**config.mk**
```make
export PLATFORM = sky130hd
export DESIGN_NAME = cruise_speed_msg_handler
export DESIGN_NICKNAME = d
export VERILOG_FILES = /design/src/hw/frame_gap_timer.v /design/src/hw/cruise_speed_msg_handler.v
export VERILOG_INCLUDE_DIRS = /design/src /design/src/hw
export SDC_FILE = /design/constraint.sdc
export NUM_CORES = 1
export LEC_CHECK = 0
export ABC_CLOCK_PERIOD_IN_PS = 4500
export BUFFER_PORTS_ARGS = -buffer_cell sky130_fd_sc_hd__buf_4
export CAP_MARGIN = 25
export CELL_PAD_IN_SITES_DETAIL_PLACEMENT = 0
export CELL_PAD_IN_SITES_GLOBAL_PLACEMENT = 1
export CORE_MARGIN = 2
export CORE_UTILIZATION = 45
export DETAILED_ROUTE_END_ITERATION = 8
export PLACE_DENSITY_LB_ADDON = 0.3
export RECOVER_POWER = 25
export SKIP_LAST_GASP = 1
export SLEW_MARGIN = 10
export SYNTH_ARGS = -nofsm -noshare
export SYNTH_HDL_FRONTEND = slang
export SYNTH_SLANG_ARGS = --single-unit
export TNS_END_PERCENT = 1
```
**constraint.sdc**
```tcl
create_clock -name clk_i -period 4.5 [get_ports clk_i]
set_clock_uncertainty 0.2 [all_clocks]
set_input_delay 1.125 -clock clk_i [delete_from_list [all_inputs] [get_ports clk_i]]
set_output_delay 1.125 -clock clk_i [all_outputs]
set_load 0.01 [all_outputs]
```
**src/hw/cruise_msg_consts.vh**
```
// constants for the cruise set-speed and cancel message handler
// Functional notes
// - send speed report on qualifier toggle or speed change, at most once per 300 ms
// - receiver discards any header whose upper nibble is odd
// - speed report carries qualifier plus unsigned 8-bit kph set speed
// - source qualifier and set speed are refreshed every 25 ms
// - answer each cancel load with a report of the latest received qualifier
// - drop cruise on cancel load with qualifier 0; resume only on resume switch
`ifndef CRUISE_MSG_CONSTS_VH
`define CRUISE_MSG_CONSTS_VH
`define CLK_KHZ 50000
`define MIN_GAP_MS 300
// cycle counts are the ms figure times the clock in kHz, sized to the 24-bit timers
`define MIN_GAP_CYC 24'hE4E1C0
`define LOOP_MS 25
`define LOOP_CYC 24'h1312D0
`define RETRY_MS 300
`define RETRY_CYC 24'hE4E1C0
`define PRI_RPT 8'h88
`define PRI_RPT_MASK 8'hF0
`define PRI_ODD_BIT 4
`define ID_FROM_PT 8'h63
`define ID_TO_PT 8'h62
`define SRC_PT 8'h10
`define FN_SPEED 7'h02
`define FN_ACK 7'h42
`define FN_CANCEL 7'h07
`define Q_BIT 7
`define HDR_B1_LSB 24
`define HDR_ID_MSB 23
`define HDR_ID_LSB 16
`define HDR_FN_MSB 6
`define HDR_FN_LSB 0
`define CANCEL_VALUE 1'b0
`define CNT_W 24
`endif

```
**src/hw/frame_gap_timer.v**
```verilog
// down-counting interval timer with a one-cycle expiry pulse
`timescale 1ns/1ns
module frame_gap_timer #(
  parameter [23:0] LOAD_CYC = 24'h000001
) (
  input wire clk_i, // clock
  input wire rst_n_i, // synchronised reset, active low
  input wire start_i, // reload the count
  output reg done_o, // one-cycle pulse at expiry
  output wire busy_o // count still running
);
  reg [23:0] cnt_q;
  assign busy_o = (cnt_q != 24'h000000);
  always @(posedge clk_i or negedge rst_n_i)
  begin
    if (!rst_n_i)
    begin
      cnt_q <= 24'h000000;
      done_o <= 1'b0;
    end
    else
    begin
      done_o <= (cnt_q == 24'h000001) && !start_i;
      if (start_i)
        cnt_q <= LOAD_CYC;
      else if (busy_o)
        cnt_q <= cnt_q - 24'h000001;
    end
  end
endmodule

```
**src/hw/cruise_speed_msg_handler.v**
```verilog
// cruise set-speed report and cruise-cancel message handler, powertrain side
`timescale 1ns/1ns
`include "cruise_msg_consts.vh"
module cruise_speed_msg_handler #(
  parameter [23:0] GAP_CYC = `MIN_GAP_CYC,
  parameter [23:0] LOOP_CYC = `LOOP_CYC,
  parameter [23:0] RETRY_CYC = `RETRY_CYC
) (
  input wire clk_i, // 50 MHz clock
  input wire resetn_i, // async reset, active low
  input wire cruise_active_i, // live cruise-active qualifier
  input wire [7:0] set_speed_i, // live set speed, kph
  input wire resume_i, // resume switch press, pulse
  input wire rx_valid_i, // received header strobe
  input wire [31:0] rx_header_i, // received header, first byte in [31:24]
  input wire tx_ready_i, // transmitter takes tx_header_o
  output reg tx_valid_o, // header waiting to go out
  output reg [31:0] tx_header_o, // header to transmit
  output reg cruise_drop_o, // cruise dropped by cancel, held
  output reg cancel_q_o // latest received cancel qualifier
);
  reg rst_s1_q;
  reg rst_n_q;
  always @(posedge clk_i or negedge resetn_i)
  begin
    if (!resetn_i)
    begin
      rst_s1_q <= 1'b0;
      rst_n_q <= 1'b0;
    end
    else
    begin
      rst_s1_q <= 1'b1;
      rst_n_q <= rst_s1_q;
    end
  end

  wire loop_tick;
  wire gap_busy;
  wire retry_tick;
  reg loop_start_q;
  reg gap_start_q;
  reg retry_start_q;
  frame_gap_timer #(.LOAD_CYC(LOOP_CYC)) u_loop (
    .clk_i(clk_i),
    .rst_n_i(rst_n_q),
    .start_i(loop_start_q),
    .done_o(loop_tick),
    .busy_o()
  );
  frame_gap_timer #(.LOAD_CYC(GAP_CYC)) u_gap (
    .clk_i(clk_i),
    .rst_n_i(rst_n_q),
    .start_i(gap_start_q),
    .done_o(),
    .busy_o(gap_busy)
  );
  frame_gap_timer #(.LOAD_CYC(RETRY_CYC)) u_retry (
    .clk_i(clk_i),
    .rst_n_i(rst_n_q),
    .start_i(retry_start_q),
    .done_o(retry_tick),
    .busy_o()
  );

  // header decode; a valid header is dropped outright when its top nibble is odd
  wire rx_ok = rx_valid_i && !rx_header_i[`HDR_B1_LSB + `PRI_ODD_BIT];
  // low bit of the first byte marks a request or acknowledge, clear for a load
  wire rx_b1_odd = rx_header_i[`HDR_B1_LSB];
  wire [7:0] rx_id = rx_header_i[`HDR_ID_MSB:`HDR_ID_LSB];
  wire [6:0] rx_fn = rx_header_i[`HDR_FN_MSB:`HDR_FN_LSB];
  wire rx_q = rx_header_i[`Q_BIT];
  wire rx_to_pt = rx_ok && (rx_id == `ID_TO_PT);
  wire rx_ack = rx_to_pt && (rx_fn == `FN_ACK) && rx_b1_odd;
  wire rx_poll = rx_to_pt && (rx_fn == `FN_SPEED) && rx_b1_odd;
  wire rx_load = rx_to_pt && (rx_fn == `FN_CANCEL) && !rx_b1_odd;

  reg q_src_q;
  reg [7:0] speed_src_q;
  reg q_sent_q;
  reg [7:0] speed_sent_q;
  reg change_pend_q;
  reg poll_pend_q;
  reg retry_pend_q;
  reg await_ack_q;
  reg cancel_pend_q;
  reg primed_q;

  // sample the sources on the application loop only
  always @(posedge clk_i or negedge rst_n_q)
  begin
    if (!rst_n_q)
    begin
      q_src_q <= 1'b0;
      speed_src_q <= 8'h00;
      loop_start_q <= 1'b1;
      primed_q <= 1'b0;
    end
    else
    begin
      loop_start_q <= loop_tick;
      if (loop_tick)
      begin
        q_src_q <= cruise_active_i;
        speed_src_q <= set_speed_i;
        primed_q <= 1'b1;
      end
    end
  end

  wire changed = primed_q && ((q_src_q != q_sent_q) || (speed_src_q != speed_sent_q));
  wire change_due = change_pend_q && !gap_busy;
  wire hold = tx_valid_o && !tx_ready_i;
  wire send_cancel = !hold && cancel_pend_q;
  wire send_speed = !hold && !cancel_pend_q
    && (poll_pend_q || retry_pend_q || change_due);

  // one transmit slot; a cancel report goes ahead of any speed report
  always @(posedge clk_i or negedge rst_n_q)
  begin
    if (!rst_n_q)
    begin
      tx_valid_o <= 1'b0;
      tx_header_o <= 32'h00000000;
      q_sent_q <= 1'b0;
      speed_sent_q <= 8'h00;
      gap_start_q <= 1'b0;
      retry_start_q <= 1'b0;
    end
    else
    begin
      gap_start_q <= 1'b0;
      retry_start_q <= 1'b0;
      if (tx_valid_o && tx_ready_i)
        tx_valid_o <= 1'b0;
      if (send_speed)
      begin
        tx_valid_o <= 1'b1;
        tx_header_o <= {`PRI_RPT, `ID_FROM_PT, speed_src_q, q_src_q, `FN_SPEED};
        q_sent_q <= q_src_q;
        speed_sent_q <= speed_src_q;
        // polls and retries bypass the spacing, so only a change send restarts it
        if (change_due)
          gap_start_q <= 1'b1;
        retry_start_q <= 1'b1;
      end
      else if (send_cancel)
      begin
        tx_valid_o <= 1'b1;
        tx_header_o <= {`PRI_RPT, `ID_FROM_PT, `SRC_PT, cancel_q_o, `FN_CANCEL};
      end
    end
  end

  // a send carries the sampled values, so it also serves a change seen in its cycle
  always @(posedge clk_i or negedge rst_n_q)
  begin
    if (!rst_n_q)
      change_pend_q <= 1'b0;
    else if (send_speed)
      change_pend_q <= 1'b0;
    else if (changed)
      change_pend_q <= 1'b1;
  end

  // a poll that lands while a report goes out still earns its own answer
  always @(posedge clk_i or negedge rst_n_q)
  begin
    if (!rst_n_q)
      poll_pend_q <= 1'b0;
    else if (rx_poll)
      poll_pend_q <= 1'b1;
    else if (send_speed)
      poll_pend_q <= 1'b0;
  end

  always @(posedge clk_i or negedge rst_n_q)
  begin
    if (!rst_n_q)
      retry_pend_q <= 1'b0;
    else if (retry_tick && await_ack_q && !rx_ack)
      retry_pend_q <= 1'b1;
    else if (send_speed || rx_ack)
      retry_pend_q <= 1'b0;
  end

  always @(posedge clk_i or negedge rst_n_q)
  begin
    if (!rst_n_q)
      await_ack_q <= 1'b0;
    else if (send_speed)
      await_ack_q <= 1'b1;
    else if (rx_ack)
      await_ack_q <= 1'b0;
  end

  always @(posedge clk_i or negedge rst_n_q)
  begin
    if (!rst_n_q)
      cancel_pend_q <= 1'b0;
    else if (rx_load)
      cancel_pend_q <= 1'b1;
    else if (send_cancel)
      cancel_pend_q <= 1'b0;
  end

  // the drop stays until the resume switch; a zero load in the same cycle wins
  always @(posedge clk_i or negedge rst_n_q)
  begin
    if (!rst_n_q)
    begin
      cancel_q_o <= 1'b0;
      cruise_drop_o <= 1'b0;
    end
    else
    begin
      if (rx_load)
        cancel_q_o <= rx_q;
      if (rx_load && (rx_q == `CANCEL_VALUE))
        cruise_drop_o <= 1'b1;
      else if (resume_i)
        cruise_drop_o <= 1'b0;
    end
  end
endmodule

```
# Word level (Yosys, flattened, before mapping)
# Index checks and enable logic that the tools add are counted.
# word_totals
reg_bits	138
latch_bits	0
mem_bits_rw	0
rom_bits	0
in_bits	46
out_inout_bits	35
elab_cells	109
memories	0
# op_classes
add_sub_neg	3
multipliers	0
div	0
magnitude_cmp	0
eq_ne	8
n_shift	0
muxes	26
bitwise_logic	1
reduce_logical	47
# op_table
operator	count
24-bit two-way mux	6
24-bit nonzero test	3
24-bit by 1-bit subtractor with 24-bit output (second input constant)	3
32-bit two-way mux	2
24-bit by 1-bit equality test with 1-bit output (second input constant)	2
1-bit logical AND	20
2-bit nonzero test	10
1-bit two-way mux	18
1-bit zero test	9
8-bit by 7-bit equality test with 1-bit output (second input constant)	1
8-bit != test	1
7-bit by 2-bit equality test with 1-bit output (second input constant)	1
7-bit by 3-bit equality test with 1-bit output (second input constant)	1
7-bit equality test (second input constant)	1
1-bit logical OR	4
3-bit nonzero test	1
1-bit != test	1
1-bit NOT	1

# Depth between registers and ports, before layout
# Gate-level depths: netlist of run 1.
# logic_depth
word_depth	8
depth_mapped	9
depth_no_buf	8

# By module
# A second synthesis of run 1 with hierarchy kept.
# hier_totals
hier_cells	577
hier_area_um2	6135.9
# modules_own_cells
mod	n_inst	cells_per_inst	area_each_um2	seq_area_each_um2
cruise_speed_msg_handler	1	147	1874.3	1077.3
frame_gap_timer (u_gap)	1	141	1436.4	625.6
frame_gap_timer (u_retry)	1	150	1422.6	625.6
frame_gap_timer (u_loop)	1	139	1402.6	625.6

# Least setup slack after synthesis of run 1
# No wires, ideal clock.
# synth_path
path_kind	register -> register
start	register u_retry.cnt_q[19]
end	register u_retry.cnt_q[14]
setup_ns	0.130
arrival_ns	2.162
required_time_ns	4.170
slack_ns	2.008
stages_incl_launch_ff	8
n_path_buf	2
period_less_slack_ns	2.492
cell_sequence	dfrtp_1 -> or4_1 -> buf_2 -> or2_1 -> or4_1 -> buf_2 -> nor3b_1 -> mux2i_1
# synth_between
elab_chain_cells	2
# synth_rtl
element	line	text
start, declared	frame_gap_timer.v:12	reg [23:0] cnt_q;
start signal, assigned	frame_gap_timer.v:27	cnt_q <= cnt_q - 24'h000001;
24-bit nonzero test	frame_gap_timer.v:13	assign busy_o = (cnt_q != 24'h000000);
2-bit nonzero test (no source line)	--	
# Every way passes these cells.
# A chain may end at the register's enable or synchronous reset.

# Worst setup path in the final report of run 1
# layout_path
start	register u_gap.cnt_q[8]
end	register speed_sent_q[7]
# layout_between
elab_chain_cells	5
# layout_rtl
element	line	text
start, declared	frame_gap_timer.v:12	
start signal, assigned	frame_gap_timer.v:27	
24-bit nonzero test	frame_gap_timer.v:13	
1-bit zero test	cruise_speed_msg_handler.v:112	wire change_due = change_pend_q && !gap_busy;
1-bit logical AND	cruise_speed_msg_handler.v:112	
1-bit logical OR	cruise_speed_msg_handler.v:116	&& (poll_pend_q || retry_pend_q || change_due);
1-bit logical AND	cruise_speed_msg_handler.v:116	
net send_speed	cruise_speed_msg_handler.v:115	wire send_speed = !hold && !cancel_pend_q
end signal, assigned	cruise_speed_msg_handler.v:141	speed_sent_q <= speed_src_q;
end, declared	cruise_speed_msg_handler.v:81	reg [7:0] speed_sent_q;
# The timed path passes the listed nets, and every way through them passes these cells.

==> flow_metrics.tcl, run 1 <==
set metrics [dict create \
    n_antenna_cell 0 \
    setup_viol 0 \
    fin_crit_ns 3.21 \
    rsz0062_at_grt "false" \
    dp_cells 792 \
    p_clk_share_pct 52.4 \
    ys.warnings.count 0 \
    cp_cell_sequence "nor4_1, nand3_1, o21ai_1, nand2_1, inv_2, mux2_2" \
    cts_resized 0 \
    fillers 1211 \
    grt_max_degree 83 \
    synth_edf_count 0 \
    h-tree-depth 4 \
    cpMaxStageDelayCell "nor4_1" \
    final.period_utilization_pct 71.4 \
    area.sequential_um2 2930 \
    cp_slowest_stage_delay_ns 0.56 \
    seqPwrFrac_pct 45.3 \
    maxCapViolations 1 \
    hp-class "flip-flop to flip-flop" \
    grt_usage_pct 18.3 \
    die_w_um 120 \
    syn_area_um2 6010 \
    viasPerCell 5.52 \
    reg2reg_from "u_gap.cnt_q[8]$_DFFE_PN0P_" \
    drt_iter0_markers 282 \
    required_ns 4.59 \
    rows 42 \
    endpoint_kind "flip-flop" \
    yosysTopAreaCell "dfrtp_1" \
    combPwrFrac_pct 2.2 \
    grt_pass1_wl_um 21000 \
    ir_drop_v 0.000246 \
    synth_area_leaders "dfrtp_1 48%, xor2_1 4.5%, mux2_2 4.5%" \
    synth-seq-cells 117 \
    io_buffers 52 \
    drc 0 \
    violations "max-capacitance violations, max-slew violations" \
    start_util_pct 45.8 \
    start_kind "flip-flop" \
    cts_hold_buf 0 \
    synthCells 593 \
    clock_latency_ns 0.41 \
    gr-total-overflow 0 \
    fmax_mhz 311 \
    cts_tree "built" \
    num-nets-final 690 \
    cts_sinks 117 \
    swShare_pct 20.4 \
    place.gp.congestion 0.783 \
    p_leak_nw 3.09 \
    pwr_density_cell_nw_per_um2 339 \
    worst_pin_slew_ns 1.58 \
    p_sw_uw 484 \
    die_h_um 120 \
    wl_um 12300 \
    startpoint "u_gap.cnt_q[8]$_DFFE_PN0P_" \
    final-instance-count-excl-fill 822 \
    core-area_um2 13100 \
    async_reset_ff_share_pct 100 \
    grt_pass1_vias 4402 \
    boundaryPins 81 \
    worstPathArrival_ns 3.30 \
    status "finished, violations left" \
    tns_ns 0 \
    antenna_found_initial 0 \
    relSlewSlack_pct -5.02 \
    synth_top_area_share_pct 48.3 \
    path_class "flip-flop to flip-flop" \
    internal_power_mw 1.89 \
    seq_area_frac_synth_pct 48.7 \
    dp_hpwl_um 8030 \
    drtAntennaViolNets 0 \
    routed-via-count 4541 \
    worstRegToRegCells 6 \
    netlist-cell-type-count 56 \
    cts_root_buf "clkbuf_16" \
    drt_pass1_iterations 5 \
    clkTransAtPathRegs_ns 0.05 \
    dieArea_um2 14300 \
    area_delta_synth_final_pct 16.4 \
    wl_per_cell_um 14.9 \
    multi_input_area_um2 2840 \
    cp_max_fo 10 \
    min-delay-start "rst_s1_q$_DFF_PN0_" \
    synth_ff_type "dfrtp_1" \
    drive_above_1_share_pct 18.9 \
    numCtsBuffers 17 \
    hold_violations 0 \
    min_path_cells 0 \
    clock_path_buffers 2 \
    syn_area_per_cell_um2 10.1 \
    drv_slew 38 \
    cts_setup_buffers 0 \
]
-- through the flow --
stage	util [%]	setup WS, ns	cell area [um^2]	hold slack [ns]	power [mW]
after CTS	53.2	1.31	6980	0.156	2.41
after floorplan	-	0.801	6060	0.131	1.12
final	53.3	1.29	7000	0.150	2.37
after detailed placement	49.0	1.35	6440	0.139	1.15
after global placement	49.0	1.40	6440	0.139	1.14
after global routing	53.3	1.10	7000	0.156	2.46
-- synth_stat cells, types with 15 or more instances --
cell and number:
a21oi_1 16, buf_4 21, clkbuf_1 20, dfrtp_1 116
mux2_2 24, nand2_1 19, nand2b_1 20, nand3_1 17
nand4_1 16, nor2_1 62, nor3_1 24, nor4_1 26
o21ai_0 20, or4_1 15, xnor2_1 20, xor2_1 31
-- placed cells by master, fill, tap and decap left out, types with 16 or more instances in the layout --
master,instances
buf_4,53
nand2b_1,20
a21oi_1,16
dfrtp_1,116
nor2_1,62
nand2_1,19
xor2_1,31
mux2_2,24
nor3_1,24
o21ai_0,20
nand3_1,17
nand4_1,16
xnor2_1,20
clkbuf_16,17
nor4_1,26
-- logic make-up after synthesis --
family | count (synthesis) | share of synthesized area, %
AO/OA/AOI/OAI | 73 | 7.97
XOR/XNOR | 51 | 7.43
adder cells (fa/ha/maj) | 8 | 1.67
buffers and inverters | 55 | 4.79
flip-flops | 117 | 48.7
multiplexers | 26 | 4.83
other | 2 | 0.125
AND/OR/NAND/NOR | 261 | 24.5
-- flip-flops by register name (all words and copies together) (netlist names), 8 cells and up --
register,count
speed_sent_q,8
u_loop.cnt_q,24
speed_src_q,8
u_gap.cnt_q,24
u_retry.cnt_q,24
tx_header_o,11
-- power groups by stage --
stage	logic (mW)	registers [mW]	clock network [mW]
floorplan	0.0244	1.10	0
global placement	0.0436	1.10	0
detailed placement	0.0440	1.10	0
CTS	0.0444	1.08	1.28
global route	0.0593	1.08	1.32
finish	0.0529	1.08	1.24
-- final cells by class --
type | instances | area share (%)
tap | 176 | 3.15
clock inverter | 5 | 0.715
clock buffer | 24 | 7.03
multi-input combinational | 434 | 40.6
timing repair buffer | 55 | 6.03
inverter | 11 | 0.590
sequential | 117 | 41.9
-- layer usage --
metal	up-vias	global-route usage (%)	wire [um]
met5	-	0	0
met2	85	28.6	5890
met3	11	4.75	497
met4	0	7.06	148
li1	2180	-	-
met1	2265	24.5	5740
-- worst max-delay path, delay by kind of cell, from the launching register on --
family                 cells  cell delay [ns]
multiplexers               1             0.37
flip-flops                 1             0.43
buffers and inverters      1             0.30
AND/OR/NAND/NOR            3             1.38
AO/OA/AOI/OAI              1             0.42
-- path summary, 6_finish.rpt --
path	end	slack [ns]
hold / removal	rst_n_q$_DFF_PN0_	0.15
min in group asynchronous	rst_n_q$_DFF_PN0_	0.29
setup / recovery	speed_sent_q[7]$_DFFE_PN0N_	1.29
setup reg to reg	speed_sent_q[7]$_DFFE_PN0N_	1.29
hold reg to reg	rst_n_q$_DFF_PN0_	0.15
max in group asynchronous	loop_start_q$_DFF_PN1_	2.19
Power figures use the tool's default switching activity.
==> run 2: changes to the inputs <==
--- a/config.mk
+++ b/config.mk
@@ -6,13 +6,14 @@
 export SDC_FILE = /design/constraint.sdc
 export NUM_CORES = 1
 export LEC_CHECK = 0
-export ABC_CLOCK_PERIOD_IN_PS = 4500
+export ABC_AREA = 1
+export ABC_CLOCK_PERIOD_IN_PS = 2600
 export BUFFER_PORTS_ARGS = -buffer_cell sky130_fd_sc_hd__buf_4
 export CAP_MARGIN = 25
 export CELL_PAD_IN_SITES_DETAIL_PLACEMENT = 0
 export CELL_PAD_IN_SITES_GLOBAL_PLACEMENT = 1
 export CORE_MARGIN = 2
-export CORE_UTILIZATION = 45
+export CORE_UTILIZATION = 39
 export DETAILED_ROUTE_END_ITERATION = 8
 export PLACE_DENSITY_LB_ADDON = 0.3
 export RECOVER_POWER = 25
==> constraint.sdc (replaced) <==
create_clock -name clk_i -period 2.6 [get_ports clk_i]
set_clock_uncertainty 0.2 [all_clocks]
set_input_delay 0.65 -clock clk_i [delete_from_list [all_inputs] [get_ports clk_i]]
set_output_delay 0.65 -clock clk_i [all_outputs]
set_load 0.01 [all_outputs]
==> run 2 against run 1 <==
Compared with the run above: the run now ends clean; sequential share of layout area shrank 3.5 points; combinational power grew to 15 times the previous value; global-route usage shrank 0.41 points; sequential cell count is the same; final area grew 9.1%; worst hold slack lost 0.026 ns; first-iteration DRC count grew 5.0%; register-to-register slack lost 0.76 ns; non-clock buffer count grew 9; count of clock-buffer cells in the layout shrank 5; synthesized cell count grew 39%; via count grew 17%.
==> flow_metrics.tcl, run 2 <==
set metrics [dict create \
    rows 46 \
    final_area_um2 7630 \
    p_sw_mw 1.51 \
    hp-class "flip-flop to async pin" \
    use_met1_pct 24.4 \
    synthCells 827 \
    drive_above_1_share_pct 14.6 \
    numCtsBuffers 17 \
    drt_pass1_iterations 5 \
    synth_common_cells "165 x nand2_1, 147 x nor2_1, 116 x dfrtp_1" \
    swShare_pct 26.9 \
    final_common_cell "nand2_1" \
    internal_power_mw 4.11 \
    pwr_density_cell_nw_per_um2 736 \
    reg_top3 "u_gap.cnt_q: 24 flops, u_loop.cnt_q: 24 flops, u_retry.cnt_q: 24 flops" \
    grt_use_met3_pct 4.58 \
    path_delay_family "simple AND/OR/NAND/NOR gates" \
    viasPerCell 4.75 \
    drt_iter0_markers 296 \
    p_leak_nw 3.94 \
    drc 0 \
    grt_usage_pct 17.9 \
    cp_max_fo 7 \
    maxCapViolations 0 \
    endpoint_kind "flip-flop" \
    drv_slew 0 \
    start_kind "flip-flop" \
    wl_um 14600 \
    power_mw 5.62 \
    combPwrFrac_pct 14.2 \
    clock_path_buffers 2 \
    required_ns 2.71 \
    hold_violations 0 \
    path_class "flip-flop to flip-flop" \
    seqPwrFrac_pct 38.7 \
    async_reset_ff_share_pct 100 \
    clock_latency_ns 0.42 \
    use_met2_pct 28.1 \
    gr-total-overflow 0 \
    synth_top_area_share_pct 45.5 \
    tns_ns 0 \
    gr-max-usage-layer "met2" \
    worstPathArrival_ns 2.18 \
    n_antenna_cell 0 \
    yosysTopAreaCell "dfrtp_1" \
    die_w_um 132 \
    timing.hold.ws_ns 0.124 \
    p_clk_share_pct 47.1 \
    area_delta_synth_final_pct 19.7 \
    routed-via-count 5300 \
    io_buffers 52 \
    final_cell_mix "165 x nand2_1, 147 x nor2_1, 116 x dfrtp_1, 92 x inv_1, 62 x nand3_1" \
    boundaryPins 81 \
    dpl_cell_area_um2 6970 \
    h-tree-depth 4 \
    core-area_um2 15900 \
    cts_resized 0 \
    drtAntennaViolNets 0 \
    final_core_util_pct 47.9 \
    rsz0062_at_grt "false" \
    dp_hpwl_um 10700 \
    dieArea_um2 17400 \
    syn_area_per_cell_um2 7.71 \
    worst_pin_slew_ns 0.790 \
    status "completed" \
    fmax_mhz 482 \
    grt_pass1_wl_um 25100 \
    grt_pass1_vias 5130 \
    relSlewSlack_pct 47.4 \
    synth_area_leaders "dfrtp_1 46%, nand2_1 9.7%, nor2_1 8.7%" \
    crit_buf_inv 2 \
    cp_slowest_stage_delay_ns 0.44 \
    final.period_utilization_pct 79.8 \
    cts_tree "built" \
    num-nets-final 941 \
    synth-seq-cells 117 \
    seq_area_frac_synth_pct 45.9 \
    synth_ff_type "dfrtp_1" \
    setup_viol 0 \
    ys.warnings.count 0 \
    cpMaxStageDelayCell "dfrtp_1" \
    netlist-cell-type-count 41 \
    die_h_um 132 \
    synth_edf_count 0 \
    ir_drop_v 0.000496 \
    antenna_found_initial 0 \
    wl_per_cell_um 13.1 \
    cts_sinks 117 \
    clkTransAtPathRegs_ns 0.06 \
    synth_most_common_cell "nand2_1" \
    fin_crit_ns 2.08 \
    place.gp.congestion 0.855 \
    syn_area_um2 6380 \
    cp_cell_sequence "inv_1, ha_1, nand2_1, nor2_1, nand3_1, nand2_1, nor2_1, a21oi_1, inv_1" \
    cts_root_buf "clkbuf_16" \
    grt_max_degree 55 \
    start_util_pct 40.0 \
]
run 2: cell count changes after synthesis, moves of 13 or more:
cell      before  now
o21ai_0       20   35
nand2b_1      20    0
mux2_2        24    1
clkbuf_1      20    7
nand2_1       19  165
nand3_1       17   62
or4_1         15    0
nor4_1        26    4
nor2_1        62  147
inv_1         10   92
run 2: power by group through the flow:
stage	sequential [mW]	combinational [mW]	clock (mW)
6_report	2.17	0.798	2.65
5_1_grt	2.20	0.932	2.79
4_1_cts	2.17	0.803	2.70
3_5_place_dp	2.20	0.798	0
3_3_place_gp	2.21	0.784	0
2_1_floorplan	2.17	0.616	0
run 2: final timing paths:
check                                            startpoint                           end  slack, ns  depth (start not counted)
worst max-delay path            u_loop.cnt_q[0]$_DFFE_PN0P_  u_loop.cnt_q[12]$_DFFE_PN0P_       0.52                          9
worst min-delay path                      rst_n_q$_DFF_PN0_  u_retry.cnt_q[8]$_DFFE_PN0P_       0.12                          0
worst max register to register  u_loop.cnt_q[0]$_DFFE_PN0P_  u_loop.cnt_q[12]$_DFFE_PN0P_       0.52                          9
worst min register to register            rst_n_q$_DFF_PN0_  u_retry.cnt_q[8]$_DFFE_PN0P_       0.12                          0
max in group asynchronous                 rst_n_q$_DFF_PN0_        loop_start_q$_DFF_PN1_       1.29                          1
min in group clk_i                       rst_s1_q$_DFF_PN0_             rst_n_q$_DFF_PN0_       0.15                          0
run 2: cell type report:
class                      count  area (um^2)
fill                        1614         8310
sequential                   117         2930
multi-input combinational    593         2900
timing repair buffer          64          517
clock buffer                  19          433
inverter                      94          353
tap                          216          270
clock inverter                13          229
run 2: metrics by stage:
stage	cells	worst slack, ns
after floorplan	840	0.447
after global routing	1116	0.355
after CTS	1116	0.559
after detailed placement	1083	0.478
final	1116	0.524
after global placement	1083	0.503
run 2: per-layer routing:
metal | share of wire (%) | vias to the layer above
li1 | - | 2720
met1 | 50 | 2483
met2 | 45 | 81
met3 | 3.2 | 16
met4 | 1.2 | 0
met5 | 0 | -
run 2: cells by family (layout without fill, tap and decap cells):
family | count (synthesis) | after routing | share of synthesized area, %
compound gates | 68 | 68 | 5.95
xor+xnor | 34 | 34 | 4.67
fa+ha+maj | 8 | 8 | 1.57
buf+inv | 130 | 190 | 9.28
flops | 117 | 117 | 45.9
mux | 1 | 1 | 0.177
other cells | 2 | 15 | 0.118
simple gates | 467 | 467 | 32.3
run 2: what timing repair did:
item,CTS,global route
setup buffers,0,0
setup endpoints to repair,0,0
endpoints found under the hold margin,2,0
hold buffers,1,0
==> run 3: changes to the inputs <==
--- a/config.mk
+++ b/config.mk
@@ -6,14 +6,14 @@
 export SDC_FILE = /design/constraint.sdc
 export NUM_CORES = 1
 export LEC_CHECK = 0
-export ABC_AREA = 1
-export ABC_CLOCK_PERIOD_IN_PS = 2600
+export ABC_AREA = 0
+export ABC_CLOCK_PERIOD_IN_PS = 1800
 export BUFFER_PORTS_ARGS = -buffer_cell sky130_fd_sc_hd__buf_4
 export CAP_MARGIN = 25
 export CELL_PAD_IN_SITES_DETAIL_PLACEMENT = 0
 export CELL_PAD_IN_SITES_GLOBAL_PLACEMENT = 1
 export CORE_MARGIN = 2
-export CORE_UTILIZATION = 39
+export CORE_UTILIZATION = 41
 export DETAILED_ROUTE_END_ITERATION = 8
 export PLACE_DENSITY_LB_ADDON = 0.3
 export RECOVER_POWER = 25
==> constraint.sdc (replaced) <==
create_clock -name clk_i -period 1.8 [get_ports clk_i]
set_clock_uncertainty 0.2 [all_clocks]
set_input_delay 0.45 -clock clk_i [delete_from_list [all_inputs] [get_ports clk_i]]
set_output_delay 0.45 -clock clk_i [all_outputs]
set_load 0.01 [all_outputs]
==> run 3 against run 2 <==
Compared with the run above: the run now ends with negative setup slack left; global-route usage is 1.5 points higher; core utilization is 10 points higher; sequential cell count stayed put; non-clock buffer count is 149 higher; count of clock-buffer cells in the layout is 1 lower; sequential share of layout area is 3.4 points lower; setup slack worse by 1.0 ns; largest cell class is now multi-input gates; highest routed layer unchanged; via count is 2.0% lower; critical path depth is 4 lower; register-to-register slack worse by 1.0 ns.
==> flow_metrics.tcl, run 3 (synthesis gave the netlist of run 1 again) <==
set metrics [dict create \
    status "finished, violations left" \
    violations "negative setup slack" \
    pwr_density_cell_nw_per_um2 757 \
    start_kind "flip-flop" \
    relSlewSlack_pct 53.1 \
    cts_root_buf "clkbuf_16" \
    rsz0062_at_grt "true" \
    gr-max-usage-layer "met2" \
    hold_violations 0 \
    cp_cell_sequence "or4_4, or2_4, or4_4, nor3b_1, mux2i_1" \
    drt_pass1_iterations 4 \
    final_common_cell "buf_4" \
    setup_ws_ns -0.511 \
    final.period_utilization_pct 128 \
    grt_pass1_vias 5299 \
    dpl_cell_area_um2 7640 \
    clock_path_buffers 2 \
    routed-via-count 5193 \
    dp_cells 954 \
    cpMaxStageDelayCell "or4_4" \
    fmax_mhz 433 \
    path_delay_family "simple AND/OR/NAND/NOR gates" \
    cp_slowest_stage_delay_ns 0.58 \
    viasPerCell 5.24 \
    path_class "flip-flop to flip-flop" \
    die_h_um 125 \
    grt_usage_pct 19.4 \
    cp_max_fo 5 \
    start_util_pct 41.7 \
    timing.hold.ws_ns 0.0190 \
    final_area_um2 8370 \
    clkTransAtPathRegs_ns 0.06 \
    gr-total-overflow 0 \
    required_ns 1.90 \
    numCtsBuffers 17 \
    wl_per_cell_um 14.7 \
    cts_tree "built" \
    rows 44 \
    worst_pin_slew_ns 0.704 \
    h-tree-depth 4 \
    worstPathArrival_ns 2.41 \
    maxCapViolations 0 \
    reg_top3 "u_gap.cnt_q: 24 flops, u_loop.cnt_q: 24 flops, u_retry.cnt_q: 24 flops" \
    dieArea_um2 15600 \
    die_w_um 125 \
    drv_slew 0 \
    drc 0 \
    drtAntennaViolNets 0 \
    grt_use_met3_pct 4.84 \
    crit_buf_inv 0 \
    power_mw 6.33 \
    final_cell_mix "205 x buf_4, 115 x dfrtp_1, 61 x nor2_1, 31 x xor2_1" \
    cpMostUsedCell "or4_4" \
    fillers 1244 \
    grt_max_degree 33 \
    n_antenna_cell 0 \
    drt_iter0_markers 250 \
    final-instance-count-excl-fill 991 \
    endpoint_kind "flip-flop" \
    grt_pass1_wl_um 24800 \
    ir_drop_v 0.000644 \
    dp_slack_ns -0.664 \
    area_delta_synth_final_pct 39.3 \
    hp-class "primary input to flip-flop" \
    cts_sinks 117 \
    dp_hpwl_um 10400 \
    num-nets-final 848 \
    p_leak_nw 3.90 \
    antenna_found_initial 0 \
    fin_crit_ns 2.31 \
    drive_above_1_share_pct 37.2 \
    use_met1_pct 24.8 \
    setup_viol 96 \
    boundaryPins 81 \
    place.gp.congestion 0.848 \
    clock_latency_ns 0.43 \
    wl_um 14500 \
    io_buffers 52 \
    core-area_um2 14400 \
    use_met2_pct 31.8 \
]
-- run 3: cell count changes in the layout (fill, tap and decap cells not counted), moves of 12 or more --
cell | before | now
inv_1 | 92 | 10
nor2_1 | 147 | 61
buf_4 | 59 | 205
nor4_1 | 4 | 21
nand3_1 | 62 | 17
mux2_2 | 1 | 24
nor2b_1 | 0 | 12
or2_2 | 16 | 4
o21ai_0 | 35 | 19
nand2_1 | 165 | 18
nand2b_1 | 0 | 20
-- run 3: routing by layer --
metal | vias to the layer above | wire length, um
met5 | - | 0
met4 | 0 | 267
met3 | 26 | 665
met1 | 2541 | 6540
li1 | 2504 | -
met2 | 122 | 7070
-- run 3: timing repair --
item / CTS / global route
resized for setup: 21 / 4
endpoints found under the hold margin: 3 / 0
setup endpoints to repair: 99 / 99
pin swaps: 8 / 3
buffers inserted: 3 / 0
gates cloned: 1 / 0
hold buffers: 2 / 0
-- run 3: worst paths after layout --
| kind | from | to | slack, ns | cells past startpoint |
|---|---|---|---|---|
| max | u_retry.cnt_q[22]$_DFFE_PN0P_ | u_retry.cnt_q[14]$_DFFE_PN0P_ | -0.51 | 5 |
| min | resume_i | cruise_drop_o$_DFFE_PN0P_ | 0.02 | 2 |
| max reg2reg | u_retry.cnt_q[22]$_DFFE_PN0P_ | u_retry.cnt_q[14]$_DFFE_PN0P_ | -0.51 | 5 |
| min reg2reg | rst_n_q$_DFF_PN0_ | u_loop.cnt_q[16]$_DFFE_PN0P_ | 0.12 | 0 |
| min in group asynchronous | rst_n_q$_DFF_PN0_ | u_loop.cnt_q[16]$_DFFE_PN0P_ | 0.12 | 0 |
| max in group asynchronous | rst_n_q$_DFF_PN0_ | u_retry.cnt_q[8]$_DFFE_PN0P_ | 0.39 | 1 |
-- run 3: per-stage QoR --
step	TNS (ns)	utilization, %
6_report	-32.27	58.0
3_5_place_dp	-37.09	53.0
5_1_grt	-42.59	58.0
2_1_floorplan	-34.10	-
3_3_place_gp	-35.18	53.0
4_1_cts	-32.66	58.1
-- run 3: where the power goes --
part | switching [mW] | leakage (nW) | internal, mW | total, mW
registers | 0.0299 | 1.45 | 2.65 | 2.68
logic | 0.0856 | 2.16 | 0.0913 | 0.177
clock network | 1.29 | 0.289 | 2.19 | 3.48
-- run 3: final cells by class --
class | count | area, um^2 | area share (%)
clock buffer | 18 | 429 | 5.13
clock inverter | 14 | 178 | 2.12
inverter | 11 | 41.3 | 0.493
multi-input combinational | 434 | 2950 | 35.2
sequential | 117 | 2930 | 35.0
tap | 184 | 230 | 2.75
timing repair buffer | 213 | 1620 | 19.3
